`config.mk`:
```
export PLATFORM = sky130hd
export DESIGN_NAME = caco_top
export DESIGN_NICKNAME = d
export VERILOG_FILES = /design/src/rtl/caco_pkg.sv /design/src/rtl/caco_top.sv /design/src/rtl/caco_counter.sv /design/src/rtl/caco_compare.sv
export SDC_FILE = /design/constraint.sdc
export NUM_CORES = 1
export LEC_CHECK = 0
export ABC_AREA = 1
export ABC_CLOCK_PERIOD_IN_PS = 6600
export BUFFER_PORTS_ARGS = -buffer_cell sky130_fd_sc_hd__buf_4
export CAP_MARGIN = 40
export CORE_ASPECT_RATIO = 0.7
export CORE_MARGIN = 2
export CORE_UTILIZATION = 62
export CTS_CLUSTER_SIZE = 14
export DETAILED_ROUTE_END_ITERATION = 12
export GPL_TIMING_DRIVEN = 0
export HOLD_SLACK_MARGIN = 0.02
export PLACE_DENSITY_LB_ADDON = 0.12
export SKIP_CTS_REPAIR_TIMING = 1
export SLEW_MARGIN = 30
export SYNTH_ARGS = -nofsm -noshare
export SYNTH_HDL_FRONTEND = slang
export SYNTH_SLANG_ARGS = --single-unit
```
`constraint.sdc`:
```
create_clock -name clk -period 6.6 [get_ports clk]
set_input_delay 0.66 -clock clk [delete_from_list [all_inputs] [get_ports clk]]
set_output_delay 0.66 -clock clk [all_outputs]
set_load 0.03 [all_outputs]
```
`src/rtl/caco_pkg.sv`:
```
// Shared constants of the counter array compare outputs block
package caco_pkg;

  // Register bus widths
  localparam int unsigned DATA_W = 8;
  localparam int unsigned ADDR_W = 8;

  // Block level register offsets
  localparam logic [7:0] OFS_CTRL     = 8'h00;
  localparam logic [7:0] OFS_CNT_LO   = 8'h04;
  localparam logic [7:0] OFS_CNT_HI   = 8'h08;
  localparam logic [7:0] OFS_IRQ_STAT = 8'h0c;
  localparam logic [7:0] OFS_IRQ_MASK = 8'h10;

  // Per-module register window: base + index * stride + offset
  localparam logic [7:0] OFS_MOD_BASE   = 8'h20;
  localparam logic [7:0] OFS_MOD_STRIDE = 8'h10;
  localparam logic [7:0] OFS_MOD_MODE   = 8'h00;
  localparam logic [7:0] OFS_MOD_CMP_LO = 8'h04;
  localparam logic [7:0] OFS_MOD_CMP_HI = 8'h08;

  // Control register fields
  localparam int unsigned CTRL_RUN_BIT = 0;

  // Module mode register fields
  localparam int unsigned MODE_IRQ_EN_BIT = 0;
  localparam int unsigned MODE_PWM_BIT    = 1;
  localparam int unsigned MODE_TOG_BIT    = 2;
  localparam int unsigned MODE_MAT_BIT    = 3;
  localparam int unsigned MODE_COMPARATOR_ENABLE_BIT   = 6;
  localparam logic [7:0]  MODE_WR_MASK    = 8'h4f;

  // Reset values
  localparam logic [7:0]  MODE_RST = 8'h00;
  localparam logic [7:0]  CMP_RST  = 8'h00;
  localparam logic [15:0] CNT_RST  = 16'h0000;
  localparam logic        PIN_RST  = 1'b0;

  // Low byte value that ends one pulse width period of 256 ticks
  localparam logic [7:0] LOW_BYTE_LAST = 8'hff;

endpackage

```
`src/rtl/caco_top.sv`:
```
// Compare-driven outputs of the programmable counter array with register port
//
// Local design decisions: the register offsets and the address-and-strobe port.
`timescale 1ns/1ps
`default_nettype none

module caco_top #(
  parameter int unsigned NUM_MODULES = 5  // Number of compare modules
) (
  input  wire logic                   clk,                   // System clock, 100 MHz
  input  wire logic                   arst_n,                // Asynchronous reset, active low
  input  wire logic                   counterTick,           // One-cycle tick for the array counter
  input  wire logic [7:0]             regAddr,               // Register address
  input  wire logic [7:0]             regWdata,              // Register write data
  input  wire logic                   regWr,                 // Write strobe
  input  wire logic                   regRd,                 // Read strobe
  output logic      [7:0]             regRdata,              // Read data, one cycle after the strobe
  output logic      [NUM_MODULES-1:0] moduleOutputPin,       // Module output pins
  output logic                        counterArrayInterrupt  // Level interrupt
);

  localparam int unsigned N = NUM_MODULES;

  typedef struct packed {
    logic                run;
    logic [N-1:0][7:0]   mode;
    logic [N-1:0][7:0]   cmpLo;
    logic [N-1:0][7:0]   cmpHi;
    logic [N-1:0]        suspend;
    logic [N-1:0]        flag;
    logic [N-1:0]        pin;
    logic [7:0]          rdata;
  } caco_state_t;

  caco_state_t cur;
  caco_state_t next_cur;

  logic [15:0]  arrayCount;
  logic         countStep;
  logic         countLowWrap;
  logic         wrCntLo;
  logic         wrCntHi;
  logic [N-1:0] match;
  logic [N-1:0] pwmLevel;
  logic [N-1:0] reload;
  logic [N-1:0] irqEnable;
  logic [7:0]   readValue;

  // Address of one register inside the window of module idx
  function automatic logic [7:0] modAddr(input int unsigned idx, input logic [7:0] ofs);
    logic [31:0] full;
    full = 32'(caco_pkg::OFS_MOD_BASE) + idx * 32'(caco_pkg::OFS_MOD_STRIDE) + 32'(ofs);
    return full[7:0];
  endfunction

  // Counter byte loads from software
  assign wrCntLo = regWr && (regAddr == caco_pkg::OFS_CNT_LO);
  assign wrCntHi = regWr && (regAddr == caco_pkg::OFS_CNT_HI);

  // The one shared array counter
  caco_counter u_counter (
    .clk     (clk),
    .arst_n  (arst_n),
    .run     (cur.run),
    .tick    (counterTick),
    .wrLo    (wrCntLo),
    .wrHi    (wrCntHi),
    .wdata   (regWdata),
    .count   (arrayCount),
    .step    (countStep),
    .lowWrap (countLowWrap)
  );

  // One comparator per module, all fed by the same counter
  for (genvar g = 0; g < N; g++) begin : gen_cmp
    caco_compare u_cmp (
      .count    (arrayCount),
      .step     (countStep),
      .lowWrap  (countLowWrap),
      .mode     (cur.mode[g]),
      .cmpLo    (cur.cmpLo[g]),
      .cmpHi    (cur.cmpHi[g]),
      .suspend  (cur.suspend[g]),
      .match    (match[g]),
      .pwmLevel (pwmLevel[g]),
      .reload   (reload[g])
    );
    assign irqEnable[g] = cur.mode[g][caco_pkg::MODE_IRQ_EN_BIT];
  end

  // Read multiplexer; unmapped addresses read zero
  always_comb begin
    readValue = 8'h00;
    case (regAddr)
      caco_pkg::OFS_CTRL: begin
        readValue[caco_pkg::CTRL_RUN_BIT] = cur.run;
      end
      caco_pkg::OFS_CNT_LO: begin
        readValue = arrayCount[7:0];
      end
      caco_pkg::OFS_CNT_HI: begin
        readValue = arrayCount[15:8];
      end
      caco_pkg::OFS_IRQ_STAT: begin
        readValue[N-1:0] = cur.flag;
      end
      caco_pkg::OFS_IRQ_MASK: begin
        readValue[N-1:0] = irqEnable;
      end
      default: begin
        for (int unsigned i = 0; i < N; i++) begin
          if (regAddr == modAddr(i, caco_pkg::OFS_MOD_MODE)) begin
            readValue = cur.mode[i];
          end
          if (regAddr == modAddr(i, caco_pkg::OFS_MOD_CMP_LO)) begin
            readValue = cur.cmpLo[i];
          end
          if (regAddr == modAddr(i, caco_pkg::OFS_MOD_CMP_HI)) begin
            readValue = cur.cmpHi[i];
          end
        end
      end
    endcase
  end

  // Next state of registers, flags and pins
  always_comb begin
    next_cur = cur;

    // Read data stands only in the cycle after the strobe
    next_cur.rdata = regRd ? readValue : 8'h00;

    // Control register
    if (regWr && (regAddr == caco_pkg::OFS_CTRL)) begin
      next_cur.run = regWdata[caco_pkg::CTRL_RUN_BIT];
    end

    for (int unsigned i = 0; i < N; i++) begin
      // Mode register, capture bits not kept
      if (regWr && (regAddr == modAddr(i, caco_pkg::OFS_MOD_MODE))) begin
        next_cur.mode[i] = regWdata & caco_pkg::MODE_WR_MASK;
      end

      // Mask register is a second view of the per-module enables
      if (regWr && (regAddr == caco_pkg::OFS_IRQ_MASK)) begin
        next_cur.mode[i][caco_pkg::MODE_IRQ_EN_BIT] = regWdata[i];
      end

      // Compare low write holds the comparator off
      if (regWr && (regAddr == modAddr(i, caco_pkg::OFS_MOD_CMP_LO))) begin
        next_cur.cmpLo[i] = regWdata;
        next_cur.suspend[i] = 1'b1;
      end else if (reload[i]) begin
        next_cur.cmpLo[i] = cur.cmpHi[i];
      end

      // Compare high write lets the comparator run again
      if (regWr && (regAddr == modAddr(i, caco_pkg::OFS_MOD_CMP_HI))) begin
        next_cur.cmpHi[i] = regWdata;
        next_cur.suspend[i] = 1'b0;
      end

      // Event flag: write one clears, a match in the same cycle wins
      if (regWr && (regAddr == caco_pkg::OFS_IRQ_STAT) && regWdata[i]) begin
        next_cur.flag[i] = 1'b0;
      end
      if (match[i] && cur.mode[i][caco_pkg::MODE_MAT_BIT]) begin
        next_cur.flag[i] = 1'b1;
      end

      // Pin: pulse width level, toggle on match, or hold
      if (cur.mode[i][caco_pkg::MODE_PWM_BIT] && cur.mode[i][caco_pkg::MODE_COMPARATOR_ENABLE_BIT]) begin
        next_cur.pin[i] = pwmLevel[i];
      end else if (match[i] && cur.mode[i][caco_pkg::MODE_TOG_BIT]
                   && cur.mode[i][caco_pkg::MODE_MAT_BIT]) begin
        next_cur.pin[i] = !cur.pin[i];
      end else begin
        next_cur.pin[i] = cur.pin[i];
      end
    end
  end

  // State register
  always_ff @(posedge clk or negedge arst_n) begin
    if (!arst_n) begin
      cur.run <= 1'b0;
      cur.mode <= {N{caco_pkg::MODE_RST}};
      cur.cmpLo <= {N{caco_pkg::CMP_RST}};
      cur.cmpHi <= {N{caco_pkg::CMP_RST}};
      cur.suspend <= '0;
      cur.flag <= '0;
      cur.pin <= {N{caco_pkg::PIN_RST}};
      cur.rdata <= 8'h00;
    end else begin
      cur <= next_cur;
    end
  end

  // Outputs
  assign regRdata = cur.rdata;
  assign moduleOutputPin = cur.pin;
  assign counterArrayInterrupt = |(cur.flag & irqEnable);

endmodule

`default_nettype wire

```
`src/rtl/caco_counter.sv`:
```
// Shared 16-bit array counter with tick stepping and software load
`timescale 1ns/1ps
`default_nettype none

module caco_counter (
  input  wire logic        clk,      // System clock
  input  wire logic        arst_n,   // Asynchronous reset, active low
  input  wire logic        run,      // Counting enabled
  input  wire logic        tick,     // One-cycle tick from the shared timer
  input  wire logic        wrLo,     // Load low byte
  input  wire logic        wrHi,     // Load high byte
  input  wire logic [7:0]  wdata,    // Load value
  output logic      [15:0] count,    // Counter value
  output logic             step,     // Counter advanced this cycle
  output logic             lowWrap   // Low byte went from 255 to 00 this cycle
);

  typedef struct packed {
    logic [15:0] count;
    logic        step;
    logic        lowWrap;
  } caco_cnt_state_t;

  caco_cnt_state_t cur;
  caco_cnt_state_t next_cur;

  // Next state: software load wins over a tick in the same cycle
  always_comb begin
    next_cur = cur;
    next_cur.step = 1'b0;
    next_cur.lowWrap = 1'b0;
    if (wrLo) begin
      next_cur.count[7:0] = wdata;
    end else if (wrHi) begin
      next_cur.count[15:8] = wdata;
    end else if (run && tick) begin
      next_cur.count = cur.count + 16'h0001;
      next_cur.step = 1'b1;
      next_cur.lowWrap = (cur.count[7:0] == caco_pkg::LOW_BYTE_LAST);
    end
  end

  // State register
  always_ff @(posedge clk or negedge arst_n) begin
    if (!arst_n) begin
      cur <= '{count: caco_pkg::CNT_RST, step: 1'b0, lowWrap: 1'b0};
    end else begin
      cur <= next_cur;
    end
  end

  assign count = cur.count;
  assign step = cur.step;
  assign lowWrap = cur.lowWrap;

endmodule

`default_nettype wire

```
`src/rtl/caco_compare.sv`:
```
// Per-module comparator: match pulse, pulse width level and duty reload
`timescale 1ns/1ps
`default_nettype none

module caco_compare (
  input  wire logic [15:0] count,     // Shared array counter
  input  wire logic        step,      // Counter advanced this cycle
  input  wire logic        lowWrap,   // Low byte wrapped this cycle
  input  wire logic [7:0]  mode,      // Module mode register
  input  wire logic [7:0]  cmpLo,     // Compare low byte
  input  wire logic [7:0]  cmpHi,     // Compare high byte
  input  wire logic        suspend,   // Comparator held off by a low byte write
  output logic             match,     // Counter just reached the compare value
  output logic             pwmLevel,  // Pulse width level for this counter value
  output logic             reload     // Copy high byte into low byte now
);

  logic       compareOn;
  logic [7:0] pwmRef;

  // Comparator runs only while enabled and not mid-update
  assign compareOn = mode[caco_pkg::MODE_COMPARATOR_ENABLE_BIT] && !suspend;

  // One pulse per arrival at the compare value, also after each wrap
  assign match = compareOn && step && (count == {cmpHi, cmpLo});

  // Duty copy happens only at the 255 to 00 boundary
  assign reload = mode[caco_pkg::MODE_PWM_BIT] && mode[caco_pkg::MODE_COMPARATOR_ENABLE_BIT] && lowWrap;

  // Use the fresh duty in the very first count of the new period
  assign pwmRef = reload ? cmpHi : cmpLo;
  assign pwmLevel = (count[7:0] >= pwmRef);

endmodule

`default_nettype wire

```
After elaboration in Yosys (flattened, before gate mapping):

Index checks and enable logic that the tools add are counted.

* register bits: 147
* bits in latches: 0
* bits in writable memories: 0
* bits in read-only memories: 0
* input port bits: 21
* output and inout port bits: 14
* logic and storage cells: 252
* memories: 0

* $add $sub $neg: 1
* multiply operators: 0
* div/mod/pow operators: 0
* magnitude comparators: 5
* eq/ne operators: 26
* shifts and indexed selects: 0
* mux-type cells: 74
* bitwise operators: 2
* reductions and logical operators: 103

Operator list (number)
* $mux W8: 27
* $eq A16 B16 Y1: 5
* $eq A8 B7 Y1 const B: 9
* $logic_and A1 B1 Y1: 66
* $eq A8 B6 Y1 const B: 6
* $reduce_bool A2 Y1: 22
* $ge A8 B8 Y1: 5
* $mux W1: 40
* $pmux W4 S5: 1
* $mux W18: 1
* $add A16 B1 Y16 const B: 1
* $eq A8 B4 Y1 const B: 2
* $logic_not A1 Y1: 10
* $mux W10: 1
* $pmux W3 S3: 1
* $eq A8 B3 Y1 const B: 1
* $eq A8 B5 Y1 const B: 1
* $eq A8 B8 Y1 const B: 1
* $logic_not A8 Y1: 1
* $mux W7: 1
* $and A5 B5 Y5: 1
* $pmux W1 S5: 1
* $reduce_or A5 Y1: 1
* $reduce_and A2 Y1: 2
* 4 further kinds: 4

Longest topological paths before layout:

* depth in word-level cells: 18
* gate-level depth with buffers: 17
* depth with buffers taken out: 16

Cells and area by module:

From an unflattened synthesis, not the netlist that was laid out.

* cell total of the unflattened synthesis: 1457
* area, all modules: 10427.5 um^2

Modules (own cells, without submodules)
* caco_top: instances 1, cells each 841, area an instance 6665.1 um^2, sequential area each 3228.1 um^2
* caco_compare: instances 5, cells each 91, area an instance 514.2 um^2, sequential area each 0.0 um^2
* caco_counter: instances 1, cells each 161, area an instance 1191.1 um^2, sequential area each 450.4 um^2

Worst setup path after synthesis:

OpenSTA, ideal clock, no wires.

* kind: register -> register
* from: register cur[109] (netlist name)
* to: register cur, in the netlist moduleOutputPin[0]
* setup time: 0.128 ns
* arrival: 2.080 ns
* required time: 6.472 ns
* slack: 4.392 ns
* cell stages (with the launch flop): 17
* cells stage by stage: dfrtp_1 -> nand2_1 -> inv_1 -> nand2_1 -> clkbuf_1 -> o21ai_0 -> inv_1 -> ha_1 -> a21boi_0 -> o21a_1 -> o21ai_0 -> nand2_1 -> nand3_1 -> nand2_1 -> a21o_1 -> nand2_1 -> a22oi_1

* cells in the longest elaborated chain, start to end: 6
* elaborated cells on any way between the ends: 11

RTL lines
* branches (longest 6 deep; another with $ge A8 B8 Y1)
* end signal: assignment: line caco_top.sv:195 `cur <= next_cur;`
* end: declaration: line caco_top.sv:35 `caco_state_t cur;`

Several ways; the timed one is not identified.
A chain may end at the register's enable or synchronous reset.

Worst setup path after layout:

* from: register u_counter.cur, in the netlist u_counter.lowWrap
* to: register cur, in the netlist moduleOutputPin[1]

* cells in the longest elaborated chain, start to end: 4

RTL lines
* start: declaration: line caco_counter.sv:24 `caco_cnt_state_t cur;`
* start signal: assignment: line caco_counter.sv:46 `cur <= '{count: caco_pkg::CNT_RST, step: 1'b0, lowWrap: 1'b0};`
* start signal: assignment: line caco_counter.sv:48 `cur <= next_cur;`
* $logic_and A1 B1 Y1: line caco_compare.sv:28 `assign reload = mode[caco_pkg::MODE_PWM_BIT] && mode[caco_pkg::MODE_COMPARATOR_ENABLE_BIT] && lowWrap;`
* $mux W8
* $ge A8 B8 Y1: line caco_compare.sv:32 `assign pwmLevel = (count[7:0] >= pwmRef);`
* $mux W1: line caco_top.sv:172 `if (cur.mode[i][caco_pkg::MODE_PWM_BIT] && cur.mode[i][caco_pkg::MODE_COMPARATOR_ENABLE_BIT]) begin`

No other way between the ends.

==> flow_summary.ini <==
[clocking]
clk_latency_ns = 0.45
cts_root_buf = clkbuf_16
htreeDepth = 4
cts_tree = yes
cts_buffer_depth = 2
cts_buffers = 17
clk_transition_reported_paths_ns = 0.07
cts_sinks = 147

[logic_synthesis]
synth_area_leaders = dfrtp_1 37%, nand2_1 14%, o21ai_0 8.8%
netlist_instances = 1383
synth-seq-cells = 147
netlist.area_leader.share_pct = 36.6
ys_async_sr_fraction_pct = 100
ys.flop_type = dfrtp_1
synth_nets = 1445
ys_types = 46
netlist_area_um2 = 10000
synth.largest_area_cell = dfrtp_1
synth_edf_count = 0
yosysSeqAreaShare_pct = 36.6
yosysWarnings = 0
syn-mean-instance-area_um2 = 7.26

[power]
vdd_ir_drop_max_mv = 0.157
power.switching_mw = 1.18
p_leak_nw = 5.24
intPower_mw = 1.94
p_per_area_nw_per_um2 = 277
p_seq_share_pct = 35.7
p_sw_share_pct = 37.9
comb_power_share_pct = 30.2
p_total_mw = 3.12
pwr-share-clk_pct = 34.1

[global_routing]
groute.usage.overall_pct = 43.7
grt_pass1_wl_um = 55900
overflow = 0
antenna_found_initial = 0
grt_pass1_vias = 9538
grt_max_degree = 78

[sta]
rsz0062_at_grt = false
setup_slack_ns = 3.58
fin_tns_setup_ns = 0
fin_crit_sh_pct = 45.7
slew-limit-headroom_pct = 37.2
whs_ns = 0.193
worstMarginPinSlew_ns = 0.941
clock.fmax_ghz = 0.332
period_minus_slack_ns = 3.02
skew_ns = 0.0118
drv_slew = 0
final_hold_viol_count = 0
setup_violations = 0

[worst_hold_path]
min_path_type = primary input to asynchronous set/reset pin

[floorplan]
fp.dieW_um = 156
core_um2 = 15700
row_count = 38
die_area_um2 = 17300
dieHeight_um = 111
start_util_pct = 64.0
ios = 35

[placed_design]
dpl_worst_slack_ns = 3.74
hpwlAfterDp_um = 25800
io_buffers = 33
place.gp.congestion = 1.04
placed_cell_area_um2 = 10600

[detailed_routing]
antenna_left = 0
first_pass_iters = 8
wl_um = 37000
drc_errors = 0
vias_per_cell = 6.31
initialDrtViolationCount = 1627
wl_per_cell_um = 22.4
vias = 10419

[cells_and_area]
syn2layout_area_growth_pct = 11.9
nNetsFinal = 1501
drive_gt1_share_pct = 12.7
fin_area_um2 = 11200
antenna_cells = 0

[worst_setup_path]
timing.rr.end = moduleOutputPin[1]
worstPathMaxFanout = 10
cp-start-kind = flip-flop
reg2reg_slack_ns = 3.58
cp.required_ns = 6.93
critPathCaptureType = flip-flop
criticalPathCategory = flip-flop to flip-flop
reg2reg_depth = 15
r2r-start = u_counter.lowWrap
arrival_ns = 3.34

[outcome]
run_status = finished, final reports clean

[job]
drv_cap = 0
==> worst max-delay path: stages (launching register included) <==
cell and delay, ns:
dfrtp_1 0.62, nand3_1 0.35, clkbuf_1 0.29, o21ai_0 0.27
inv_1 0.07, ha_1 0.27, a21boi_0 0.13, o21a_1 0.17
o21ai_0 0.14, nand2_1 0.07, nand3_1 0.06, nand2_1 0.05
nand3_1 0.06, nand2_1 0.05, nor3_1 0.22, a21oi_1 0.07
==> state kept, by name (all words and copies together) (netlist names) <==
signal	flops
cur	116
u_counter.count	16
regRdata	8
moduleOutputPin	5
u_counter.lowWrap	1
u_counter.step	1
==> how the worst max path moves through the flow <==
stage | slack [ns] | from | end
6_report | 3.58 | u_counter.lowWrap | moduleOutputPin[1]
5_1_grt | 3.34 | u_counter.lowWrap | moduleOutputPin[1]
4_1_cts | 3.74 | u_counter.lowWrap | moduleOutputPin[1]
3_5_place_dp | 3.74 | u_counter.lowWrap | moduleOutputPin[1]
3_3_place_gp | 3.82 | u_counter.lowWrap | moduleOutputPin[1]
2_1_floorplan | 4.39 | cur[109] | moduleOutputPin[0]
==> power by group through the flow <==
stage	combinational (mW)	sequential (mW)	clock (mW)
CTS	0.891	1.10	1.05
detailed placement	0.879	1.12	0
finish	0.941	1.11	1.06
global placement	0.850	1.12	0
floorplan	0.599	1.06	0
global route	1.02	1.11	1.09
==> cell usage in the layout (no fill, tap or decap), types with 8 or more instances in the layout <==
cell type	n
dfrtp_1	147
nor3_1	16
o21ai_0	177
clkbuf_16	17
nand4_1	27
inv_2	17
ha_1	41
xnor2_1	29
o221ai_1	12
nand2_1	368
buf_2	13
nor2_4	9
inv_1	184
nor2_1	41
nand3_1	82
a21oi_1	43
buf_4	50
clkbuf_1	22
xor2_1	9
a221oi_1	8
o21ai_1	16
or2_2	28
==> kinds of logic (layout without fill, tap and decap cells) <==
logic type | after synthesis | count (layout) | share of synthesized area (%)
xor+xnor | 38 | 38 | 3.31
flops | 147 | 147 | 36.6
compound gates | 290 | 290 | 16.0
mux | 1 | 1 | 0.112
fa+ha+maj | 41 | 41 | 5.11
buf+inv | 260 | 329 | 10.9
simple gates | 606 | 606 | 28.0
==> metal layers <==
layer  vias up  part of all wire [%]  GRT usage, %
li1       4630                     -             -
met3       161                    18          17.2
met5         -                  0.17          1.79
met2       854                    39          58.8
met1      4770                    38          62.2
met4         4                   4.9          18.0
==> cells in the mapped netlist (all sizes together) (5+ instances only) <==
library cell	count
inv	202
xnor2	29
nor4	7
nand2	376
nor3	19
a21boi	5
o21a	5
o22ai	6
o221ai	12
nor2	61
a21oi	44
nand3	83
a22oi	6
a221oi	8
ha	41
buf	35
o21ai	193
or2	32
dfrtp	147
nand4	27
xor2	9
clkbuf	22
==> metrics by stage <==
| stage | utilization [%] | cells |
|---|---|---|
| 6_report | 71.6 | 1652 |
| 5_1_grt | 71.6 | 1652 |
| 4_1_cts | 71.6 | 1651 |
| 3_5_place_dp | 67.6 | 1619 |
| 3_3_place_gp | 67.2 | 1616 |
| 2_1_floorplan | - | 1383 |
==> final cells by class <==
type | count | area [um^2]
Tap cell | 200 | 250
Timing Repair Buffer | 37 | 317
Clock buffer | 19 | 453
Buffer | 57 | 328
Sequential cell | 147 | 3680
Multi-Input combinational cell | 976 | 5280
Clock inverter | 13 | 175
Inverter | 203 | 764
Fill cell | 1304 | 4450
Power figures use the tool's default switching activity.
